[config.mk]
export PLATFORM = sky130hd
export DESIGN_NAME = upx_proxy
export DESIGN_NICKNAME = d
export VERILOG_FILES = /design/src/rtl/upx_pkg.sv /design/src/rtl/upx_drive_seq.sv /design/src/rtl/upx_proxy.sv
export SDC_FILE = /design/constraint.sdc
export NUM_CORES = 1
export LEC_CHECK = 0
export BUFFER_PORTS_ARGS = -buffer_cell sky130_fd_sc_hd__clkbuf_2
export CAP_MARGIN = 20
export CORE_MARGIN = 3
export CORE_UTILIZATION = 30
export CTS_CLUSTER_SIZE = 30
export DETAILED_ROUTE_END_ITERATION = 10
export PLACE_DENSITY_LB_ADDON = 0.2
export SYNTH_ARGS = -nofsm -noshare
export SYNTH_HDL_FRONTEND = slang
export SYNTH_SLANG_ARGS = --single-unit
[constraint.sdc]
create_clock -name sys_clk_i -period 3.9 [get_ports sys_clk_i]
set_clock_uncertainty 0.1 [all_clocks]
set_input_delay 0 -clock sys_clk_i [delete_from_list [all_inputs] [get_ports sys_clk_i]]
set_output_delay 0 -clock sys_clk_i [all_outputs]
set_load 0.05 [all_outputs]
[src/rtl/upx_pkg.sv]
// upx_pkg: constants and carrier types for the universal parameter access proxy.
// assumes one 125 MHz system clock shared by the host register port and the drive port.
package upx_pkg;

  // register indices on the host register port
  localparam logic [15:0] UPX_IDX_TARGET = 16'h0064;
  localparam logic [15:0] UPX_IDX_VALUE  = 16'h0065;
  localparam logic [15:0] UPX_IDX_STATUS = 16'h0066;

  // reset values
  localparam logic [15:0] UPX_TARGET_RST = 16'h0000;
  localparam logic [15:0] UPX_VALUE_RST  = 16'h0000;
  localparam logic [15:0] UPX_STATUS_RST = 16'h00ff;

  // status field positions inside proxy_access_status
  localparam int UPX_RD_LSB = 0;
  localparam int UPX_WR_LSB = 8;

  // outcome codes shared by read and write status bytes
  localparam logic [7:0] UPX_CODE_OK        = 8'h00;
  localparam logic [7:0] UPX_CODE_BAD_PARAM = 8'h02;
  localparam logic [7:0] UPX_CODE_BAD_DATA  = 8'h03;
  localparam logic [7:0] UPX_CODE_LINK_LOST = 8'h07;
  localparam logic [7:0] UPX_CODE_OTHER     = 8'h0a;
  localparam logic [7:0] UPX_CODE_NOT_READY = 8'hff;
  localparam logic [7:0] UPX_CODE_PENDING   = 8'hff;
  localparam logic [7:0] UPX_WR_IDLE        = 8'h00;

  // host register port request
  typedef struct packed {
    logic        we;
    logic        re;
    logic [15:0] idx;
    logic [15:0] wdata;
  } upx_host_req_t;

  // request toward the drive parameter interface
  typedef struct packed {
    logic        req;
    logic        we;
    logic [15:0] param;
    logic [15:0] wdata;
  } upx_drv_req_t;

  // answer from the drive parameter interface
  typedef struct packed {
    logic        ack;
    logic [7:0]  code;
    logic [15:0] rdata;
  } upx_drv_rsp_t;

  typedef enum logic [0:0] {
    UPX_ST_IDLE = 1'b0,
    UPX_ST_BUSY = 1'b1
  } upx_seq_state_t;

endpackage

[src/rtl/upx_drive_seq.sv]
// upx_drive_seq: runs one drive parameter transaction at a time, writes before reads.
// assumes the drive answers with a one-cycle ack on the same clock.
`timescale 1ns/1ps
`default_nettype none
module upx_drive_seq
  import upx_pkg::*;
(
  // clock and reset
  input  wire logic         sys_clk_i,
  input  wire logic         rst_n_i,
  // work requests from the register side
  input  wire logic         wr_want_i,
  input  wire logic         rd_want_i,
  input  wire logic         abort_i,
  input  wire logic [15:0]  param_i,
  input  wire logic [15:0]  wdata_i,
  output logic              wr_launch_o,
  // completion report
  output logic              done_o,
  output logic              done_wr_o,
  output logic [7:0]        done_code_o,
  output logic [15:0]       done_rdata_o,
  // drive parameter interface
  output var upx_drv_req_t  drv_req_o,
  input  wire upx_drv_rsp_t drv_rsp_i
);

  upx_seq_state_t state_r;
  logic           stale_r;
  logic           launch_ok;

  // no launch in the cycle the selection changes
  assign launch_ok   = (state_r == UPX_ST_IDLE) && !abort_i;
  assign wr_launch_o = launch_ok && wr_want_i;

  always_ff @(posedge sys_clk_i or negedge rst_n_i)
  begin
    if (!rst_n_i)
    begin
      state_r   <= UPX_ST_IDLE;
      drv_req_o <= '0;
    end
    else
    begin
      case (state_r)
        UPX_ST_IDLE:
        begin
          if (launch_ok && (wr_want_i || rd_want_i))
          begin
            drv_req_o <= '{req: 1'b1, we: wr_want_i, param: param_i, wdata: wdata_i};
            state_r   <= UPX_ST_BUSY;
          end
        end
        UPX_ST_BUSY:
        begin
          if (drv_rsp_i.ack)
          begin
            drv_req_o.req <= 1'b0;
            state_r       <= UPX_ST_IDLE;
          end
        end
        default:
        begin
          state_r   <= UPX_ST_IDLE;
          drv_req_o <= '0;
        end
      endcase
    end
  end

  // an answer for a selection that has since changed is dropped
  always_ff @(posedge sys_clk_i or negedge rst_n_i)
  begin
    if (!rst_n_i)
      stale_r <= 1'b0;
    else if (state_r == UPX_ST_IDLE)
      stale_r <= 1'b0;
    else if (abort_i)
      stale_r <= 1'b1;
  end

  always_ff @(posedge sys_clk_i or negedge rst_n_i)
  begin
    if (!rst_n_i)
    begin
      done_o       <= 1'b0;
      done_wr_o    <= 1'b0;
      done_code_o  <= UPX_CODE_OK;
      done_rdata_o <= UPX_VALUE_RST;
    end
    else
    begin
      done_o <= (state_r == UPX_ST_BUSY) && drv_rsp_i.ack && !stale_r && !abort_i;
      if ((state_r == UPX_ST_BUSY) && drv_rsp_i.ack)
      begin
        done_wr_o    <= drv_req_o.we;
        done_code_o  <= drv_rsp_i.code;
        done_rdata_o <= drv_rsp_i.rdata;
      end
    end
  end

  a_single_txn_hold: assert property (@(posedge sys_clk_i) disable iff (!rst_n_i)
    (drv_req_o.req && !drv_rsp_i.ack) |=> (drv_req_o.req && $stable(drv_req_o)))
    else $error("drive request changed before its ack");

  a_write_first: assert property (@(posedge sys_clk_i) disable iff (!rst_n_i)
    (state_r == UPX_ST_IDLE && wr_want_i && rd_want_i && !abort_i) |=> (drv_req_o.req && drv_req_o.we))
    else $error("pending write did not take priority over read");

endmodule
`default_nettype wire

[src/rtl/upx_proxy.sv]
// upx_proxy: indirect parameter access proxy with target select, value port and status.
// assumes a same-clock host register port and a drive parameter interface with one-cycle ack.
// How it works
// - writing the value port sets write status to pending 0xff at once
// - write completion replaces pending with its outcome code: 00, 02, 03, 07, 0a
// - the write outcome code is held in place of the pending code
// - after a write, reads of the selected parameter resume continuously
// - write status only changes on a new value write, a write completion or a target change
// - a failed write is never retried; only a new host write retries
// - on read success the value port holds and keeps refreshing the parameter value
// - a failed read is retried continuously while the target stays unchanged
// - target zero disables: value reads zero, status reads 0x00ff
// - reset leaves target zero, value zero, status 0x00ff
// - status carries read status in low byte, write status in high byte
// - writing the target clears the value and sets read status not ready
// - read codes: 00 ok, 02 bad parameter, 07 link lost, 0a other, ff not ready
`timescale 1ns/1ps
`default_nettype none
module upx_proxy
  import upx_pkg::*;
(
  // clock and reset
  input  wire logic          sys_clk_i,
  input  wire logic          rst_n_i,
  // host register port
  input  wire upx_host_req_t host_req_i,
  output logic [15:0]        host_rdata_o,
  output logic               host_rvalid_o,
  // drive parameter interface
  output var upx_drv_req_t   drv_req_o,
  input  wire upx_drv_rsp_t  drv_rsp_i
);

  logic [15:0] target_r;
  logic [15:0] value_r;
  logic [15:0] wdata_r;
  logic [7:0]  rd_stat_r;
  logic [7:0]  wr_stat_r;
  logic        wr_want_r;

  logic        tgt_wr;
  logic        val_wr;
  logic        enabled;
  logic        wr_launch;
  logic        done;
  logic        done_wr;
  logic [7:0]  done_code;
  logic [15:0] done_rdata;
  logic [15:0] status;

  assign enabled = (target_r != UPX_TARGET_RST);
  assign tgt_wr  = host_req_i.we && (host_req_i.idx == UPX_IDX_TARGET);
  assign val_wr  = host_req_i.we && (host_req_i.idx == UPX_IDX_VALUE) && enabled;
  assign status  = {wr_stat_r, rd_stat_r};

  upx_drive_seq u_seq (
    .sys_clk_i    (sys_clk_i),
    .rst_n_i      (rst_n_i),
    .wr_want_i    (wr_want_r),
    .rd_want_i    (enabled),
    .abort_i      (tgt_wr),
    .param_i      (target_r),
    .wdata_i      (wdata_r),
    .wr_launch_o  (wr_launch),
    .done_o       (done),
    .done_wr_o    (done_wr),
    .done_code_o  (done_code),
    .done_rdata_o (done_rdata),
    .drv_req_o    (drv_req_o),
    .drv_rsp_i    (drv_rsp_i)
  );

  always_ff @(posedge sys_clk_i or negedge rst_n_i)
  begin
    if (!rst_n_i)
      target_r <= UPX_TARGET_RST;
    else if (tgt_wr)
      target_r <= host_req_i.wdata;
  end

  always_ff @(posedge sys_clk_i or negedge rst_n_i)
  begin
    if (!rst_n_i)
      value_r <= UPX_VALUE_RST;
    else if (tgt_wr)
      value_r <= UPX_VALUE_RST;
    else if (val_wr)
      value_r <= host_req_i.wdata;
    else if (done && !done_wr && (done_code == UPX_CODE_OK))
      value_r <= done_rdata;
  end

  always_ff @(posedge sys_clk_i or negedge rst_n_i)
  begin
    if (!rst_n_i)
      rd_stat_r <= UPX_STATUS_RST[UPX_RD_LSB +: 8];
    else if (tgt_wr)
      rd_stat_r <= UPX_CODE_NOT_READY;
    else if (done && !done_wr)
      rd_stat_r <= done_code;
  end

  always_ff @(posedge sys_clk_i or negedge rst_n_i)
  begin
    if (!rst_n_i)
      wr_stat_r <= UPX_STATUS_RST[UPX_WR_LSB +: 8];
    else if (tgt_wr)
      wr_stat_r <= UPX_WR_IDLE;
    else if (val_wr)
      wr_stat_r <= UPX_CODE_PENDING;
    else if (done && done_wr && !wr_want_r)
      wr_stat_r <= done_code;
  end

  // want is cleared at launch, so a failed write is not sent again
  always_ff @(posedge sys_clk_i or negedge rst_n_i)
  begin
    if (!rst_n_i)
      wr_want_r <= 1'b0;
    else if (tgt_wr)
      wr_want_r <= 1'b0;
    else if (val_wr)
      wr_want_r <= 1'b1;
    else if (wr_launch)
      wr_want_r <= 1'b0;
  end

  always_ff @(posedge sys_clk_i or negedge rst_n_i)
  begin
    if (!rst_n_i)
      wdata_r <= UPX_VALUE_RST;
    else if (val_wr)
      wdata_r <= host_req_i.wdata;
  end

  always_ff @(posedge sys_clk_i or negedge rst_n_i)
  begin
    if (!rst_n_i)
    begin
      host_rdata_o  <= '0;
      host_rvalid_o <= 1'b0;
    end
    else
    begin
      host_rvalid_o <= host_req_i.re;
      if (host_req_i.re)
      begin
        case (host_req_i.idx)
          UPX_IDX_TARGET: host_rdata_o <= target_r;
          UPX_IDX_VALUE:  host_rdata_o <= value_r;
          UPX_IDX_STATUS: host_rdata_o <= status;
          default:        host_rdata_o <= '0;
        endcase
      end
    end
  end

  a_pending_set: assert property (@(posedge sys_clk_i) disable iff (!rst_n_i)
    val_wr |=> (wr_stat_r == 8'hff))
    else $error("value write did not set write pending");

  a_write_outcome: assert property (@(posedge sys_clk_i) disable iff (!rst_n_i)
    (done && done_wr && !wr_want_r && !tgt_wr && !val_wr) |=> (wr_stat_r == $past(done_code)))
    else $error("write outcome not reported");

  a_wr_stat_hold: assert property (@(posedge sys_clk_i) disable iff (!rst_n_i)
    (!tgt_wr && !val_wr && !(done && done_wr)) |=> $stable(wr_stat_r))
    else $error("write status changed without cause");

  a_no_retry: assert property (@(posedge sys_clk_i) disable iff (!rst_n_i)
    (done && done_wr && (done_code != 8'h00) && !val_wr && !wr_want_r) |=> !wr_want_r)
    else $error("failed write was queued again");

  a_read_refresh: assert property (@(posedge sys_clk_i) disable iff (!rst_n_i)
    (done && !done_wr && (done_code == 8'h00) && !tgt_wr && !val_wr) |=> (value_r == $past(done_rdata)))
    else $error("value not refreshed from read");

  a_read_retry: assert property (@(posedge sys_clk_i) disable iff (!rst_n_i)
    (enabled && !drv_req_o.req && !tgt_wr) |=> drv_req_o.req)
    else $error("background read not reissued");

  a_disabled_view: assert property (@(posedge sys_clk_i) disable iff (!rst_n_i)
    !enabled |-> (value_r == 16'h0000 && status == 16'h00ff))
    else $error("disabled proxy shows wrong value or status");

  a_reset_view: assert property (@(posedge sys_clk_i)
    $rose(rst_n_i) |-> (target_r == 16'h0000 && value_r == 16'h0000 && status == 16'h00ff))
    else $error("reset state wrong");

  a_status_pack: assert property (@(posedge sys_clk_i) disable iff (!rst_n_i)
    (host_req_i.re && host_req_i.idx == UPX_IDX_STATUS) |=> (host_rdata_o == $past(status)))
    else $error("status read does not pack read and write bytes");

  a_target_clear: assert property (@(posedge sys_clk_i) disable iff (!rst_n_i)
    tgt_wr |=> (value_r == 16'h0000 && rd_stat_r == 8'hff))
    else $error("target write did not clear value and read status");

  a_ignore_disabled: assert property (@(posedge sys_clk_i) disable iff (!rst_n_i)
    (host_req_i.we && host_req_i.idx == UPX_IDX_VALUE && !enabled && !tgt_wr) |=> !wr_want_r)
    else $error("value write accepted while disabled");

  a_read_code: assert property (@(posedge sys_clk_i) disable iff (!rst_n_i)
    (done && !done_wr && !tgt_wr) |=> (rd_stat_r == $past(done_code)))
    else $error("read outcome code not reported");

  a_read_target: assert property (@(posedge sys_clk_i) disable iff (!rst_n_i)
    $rose(drv_req_o.req) |-> (drv_req_o.param == target_r))
    else $error("drive request aims at a stale target");

  a_disabled_quiet: assert property (@(posedge sys_clk_i) disable iff (!rst_n_i)
    (!enabled && !drv_req_o.req) |=> !drv_req_o.req)
    else $error("drive request issued while disabled");

  a_new_attempt: assert property (@(posedge sys_clk_i) disable iff (!rst_n_i)
    val_wr |=> (wr_want_r && wdata_r == $past(host_req_i.wdata)))
    else $error("host value write did not start a new attempt");

endmodule
`default_nettype wire

* Yosys cells after proc, flatten, opt, wreduce, memory -nomap -nowiden
Cells that the tools add are included.
** Word-level totals
- Register bits :: 144
- Input port bits :: 61
- Output and inout bits :: 51
- Word-level logic and storage cells :: 71
** Cells by class
- Eq/ne operators :: 6
- Muxes and demuxes :: 20
- Bitwise logic cells :: 1
- Reductions and logical operators :: 26
** Operators by type and width (count)
- $eq A16 B7 Y1 const B :: 3
- $mux W16 :: 3
- $pmux W16 S3 :: 1
- $mux W8 :: 5
- $mux W34 :: 1
- $reduce_bool A16 Y1 :: 1
- $logic_and A1 B1 Y1 :: 13
- $reduce_bool A3 Y1 :: 3
- $logic_not A8 Y1 :: 1
- $mux W1 :: 8
- $logic_not A1 Y1 :: 4
- $ne A2 B2 Y1 const B :: 2
- $pmux W1 S2 :: 2
- $reduce_and A2 Y1 :: 2
- $ne A2 B1 Y1 const B :: 1
- $reduce_bool A2 Y1 :: 1
- $logic_or A1 B1 Y1 :: 1
- $not A1 Y1 :: 1

* Longest topological paths before layout
- Word-level depth :: 8
- Mapped depth :: 8

* By module
Synthesis repeated with hierarchy kept, for this count alone.
** Unflattened totals
- Cell total of the unflattened synthesis :: 455
- Area total of the unflattened synthesis :: 6047.0 µm²
** Modules (own cells, without submodules)
- upx_proxy :: instances 1, cells an instance 318, area an instance 3589.7 µm²
- upx_drive_seq :: instances 1, cells an instance 137, area an instance 2457.4 µm²

* Worst setup path before layout
OpenSTA, ideal clock, no wires.
- Kind :: reg-to-reg
- From :: reg target_r[6]
- To :: reg u_seq.drv_req_o[10] (netlist name)
- Setup time :: 125 ps
- Arrival time :: 1950 ps
- Data required time :: 3675 ps
- Slack :: 1725 ps
- Cell stages (with the launch flop) :: 6
- Path buffers :: 1
- Clock period less this slack :: 2175 ps
- Path through :: dfrtp_1 nor4_1 and4_1 a221oi_1 clkbuf_1 mux2_2
** Between the ends
- Longest elaborated chain between the ends :: 4
** RTL lines
- start, declared :: RTL line upx_proxy.sv:34 : logic [15:0] target_r;
- start signal, assigned :: RTL line upx_proxy.sv:78 : target_r <= host_req_i.wdata;
- $reduce_bool A16 Y1 :: RTL line upx_proxy.sv:51 : assign enabled = (target_r != UPX_TARGET_RST);
- $logic_or A1 B1 Y1 :: RTL line upx_drive_seq.sv:48 : if (launch_ok && (wr_want_i || rd_want_i))
- $logic_and A1 B1 Y1 :: RTL line upx_drive_seq.sv:48
- $reduce_and A2 Y1 (no line)
Every way passes these cells.
A chain may end at the register's enable or synchronous reset.

* Worst setup path after layout
- From :: reg target_r[15]
- To :: reg wdata_r[8]
** Between the ends
- Longest elaborated chain between the ends :: 2
** RTL lines
- $reduce_bool A16 Y1 :: RTL line upx_proxy.sv:51
- $logic_and A1 B1 Y1 :: RTL line upx_proxy.sv:53 : assign val_wr = host_req_i.we && (host_req_i.idx == UPX_IDX_VALUE) && enabled;
- end signal, assigned :: RTL line upx_proxy.sv:133 : wdata_r <= host_req_i.wdata;
- end, declared :: RTL line upx_proxy.sv:36 : logic [15:0] wdata_r;
Every way passes these cells.

==> flow_summary.yaml <==
final_layout:
  stdcell_area_um2: 8070
  layout-drive-gt1-share_pct: 41.3
  layout_commonest_cell: "dfrtp_1"
  most-common-layout-cells: "136 x dfrtp_1, 110 x clkbuf_2, 77 x mux2_2"
  syn2layout_area_growth_pct: 31.7
  post-route-util_pct: 40.8
  finalNetCount: 668
  antenna_cells: 0
  layoutNonFillerInstCount: 883
drt:
  drcViolationCount: 0
  drtAntennaViolNets: 0
  wire_per_inst_um: 18.9
  num_vias: 4335
  vias_per_cell: 4.91
  drt-total-wl_um: 16700
  initialDrtViolationCount: 230
  first_pass_iters: 4
yosys:
  avgSynthCellArea_um2: 13.6
  seq_area_frac_synth_pct: 59.0
  syn_nets: 512
  ys.warnings.count: 0
  synth_cell_types: 40
  synth_cells: 451
  synth_area_um2: 6120
  synth-seq-cells: 144
timing:
  hold_slack_ps: 36.7
  layout_min_cycle_time_ps: 2340
  finalCritPeriodShare_pct: 60.1
  slew_viol_final: 0
  finalWorstSetupSlack_ps: 1560
  fmax_ghz: 0.427
  tns_ps: 0
  tightest_slew_ps: 1020
  setup_viol: 0
  hold_violations: 0
  rsz0062_at_grt: "no"
  slew_headroom_pct: 32.1
setup_path:
  critPathArrivalTime_ps: 2540
  startpoint_type: "flop"
  endpoint_kind: "flop"
  crit-reg2reg-launch: "target_r[15]"
  critPathMaxFanout: 25
  crit_chain: "nor4_1, and4_1, nand3b_1, buf_4, mux2_2"
  criticalPathCategory: "flop to flop"
  required_ps: 4100
  crit_slowest_cell: "nor4_1"
  crit_path_max_incr_delay_ps: 450
  cp-startpoint: "target_r[15]"
power_and_ir_drop:
  p_clk_share_pct: 47.3
  switching_power_uw: 841
  power.total_mw: 3.74
  total_leakage_power_nw: 3.88
  intPower_mw: 2.90
  pwr-share-seq_pct: 45.7
  pwr-share-comb_pct: 7.0
  power.density_nw_per_um2: 464
  swShare_pct: 22.5
  ir_drop_mv: 0.331
clock_tree:
  clock_latency_ps: 420
  cts_tree: "yes"
  htreeDepth: 4
  post_cts_resized: 0
  cts.sinks: 144
  root_buffer: "clkbuf_16"
  cts.clk_slew.worst_paths_ps: 60
  clk_path_buf_depth: 2
  cts_buffers: 17
floorplanning:
  die_h_um: 149
  start_util_pct: 31.0
  core_area_um2: 19800
  num_rows: 51
  fp.dieW_um: 149
  die_area_um2: 22200
  ioPinCount: 112
placement:
  pre_cts_ws_ps: 1370
  globalplace.congestion: 0.795
  dpl.cell_count: 809
  dpl_cell_area_um2: 6990
  dpl.hpwl_um: 11900
  io_buffers: 111
global_route:
  grtUsageTotal_pct: 15.4
  antenna_found_initial: 0
  grt_pass1_vias: 4507
  grt_pass1_wl_um: 26200
  grt_max_degree: 92
  overflow: 0
worst_hold_path:
  hold_path_class: "input pin to flop"
  min-delay-start: "host_req_i[17]"
outcome:
  outcome: "finished, final reports clean"
job:
  maxCapViolations: 0
## power groups by stage
stage               Sequential, mW  Clock [mW]  Combinational (mW)
floorplan                     1.70           0               0.124
global placement              1.73           0               0.225
detailed placement            1.74           0               0.234
CTS                           1.71        1.81               0.270
global route                  1.72        1.87               0.296
finish                        1.71        1.77               0.264
## registers in the layout, summed over array words and instances, names as in the netlist
name and cells:
u_seq.done_o 1, rd_stat_r 8, u_seq.done_wr_o 1, wdata_r 16, host_rdata_o 16, u_seq.done_code_o 8
target_r 16, u_seq.stale_r 1, value_r 16, host_rvalid_o 1, wr_want_r 1, u_seq.drv_req_o 34
u_seq.done_rdata_o 16, wr_stat_r 8, u_seq.state_r 1
## worst max-delay path: cells and delay by family, from the launching register on
kind                   cells  cell delay (ps)
buffers and inverters      1              350
flip-flops                 1              420
multiplexers               1              380
AND/OR/NAND/NOR            3              960
## final timing paths
| path | to | cells past startpoint | slack [ps] |
|---|---|---|---|
| max reg2reg | wdata_r[8] | 5 | 1560 |
| min reg2reg | u_seq.done_o | 1 | 350 |
| min | host_rdata_o[7] | 3 | 40 |
| min in group asynchronous | u_seq.done_rdata_o[4] | 2 | 100 |
| max | wdata_r[8] | 5 | 1560 |
| max in group asynchronous | rd_stat_r[7] | 3 | 2660 |
## cells in the mapped netlist (all sizes together)
master   number  area [um2]
a21o          1        7.51
a41o          1        10.0
nand3b        1        7.51
or4bb         2        22.5
o21a          1        7.51
or4b          1        10.0
o21ai         1        5.00
o32ai         1        8.76
a21oi        25         125
inv           5        18.8
dfrtp       136        3400
or4           3        30.0
or2           1        6.26
mux2i        32         320
nand2b        2        12.5
mux2         88         991
a22oi        32         290
nor4         25         184
and2          1        6.26
nor3          1        5.00
nand2        28         105
nand4bb       1        11.3
a221oi        1        8.76
nand3         2        10.0
a21boi        1        7.51
clkbuf       17        63.8
dfstp         8         210
a211o         1        17.5
buf          13        76.3
and4          1        8.76
nor2b         1        6.26
a211oi       17         128
## area by class of cell
| type | instances | area [um2] |
|---|---|---|
| Inverter | 5 | 18.8 |
| Fill cell | 1917 | 11700 |
| Multi-Input combinational cell | 272 | 2380 |
| Sequential cell | 144 | 3610 |
| Clock buffer | 20 | 447 |
| Timing Repair Buffer | 167 | 1090 |
| Tap cell | 265 | 332 |
| Clock inverter | 10 | 185 |
## routing by layer
metal / wire (um) / global-route usage, %
met1: 8080 / 22.2
met2: 7570 / 23.1
met3: 761 / 3.25
met4: 255 / 5.08
met5: 0 / 0
## repair_timing
| action | in CTS | in global routing |
|---|---|---|
| setup endpoints to repair | 0 | 0 |
| hold buffers | 44 | 0 |
| hold endpoints to repair | 166 | 0 |
| buffers inserted | 0 | 0 |
## cells by family (layout without fill, tap and decap cells)
kind of cell,after synthesis,in the layout,synth area share (%)
AOI/OAI and AO/OA,82,82,10.1
buffers and inverters,35,202,2.59
DFF,144,144,59.0
muxes,120,120,21.4
and+or+nand+nor,70,70,6.95
Power figures use the tool's default switching activity.
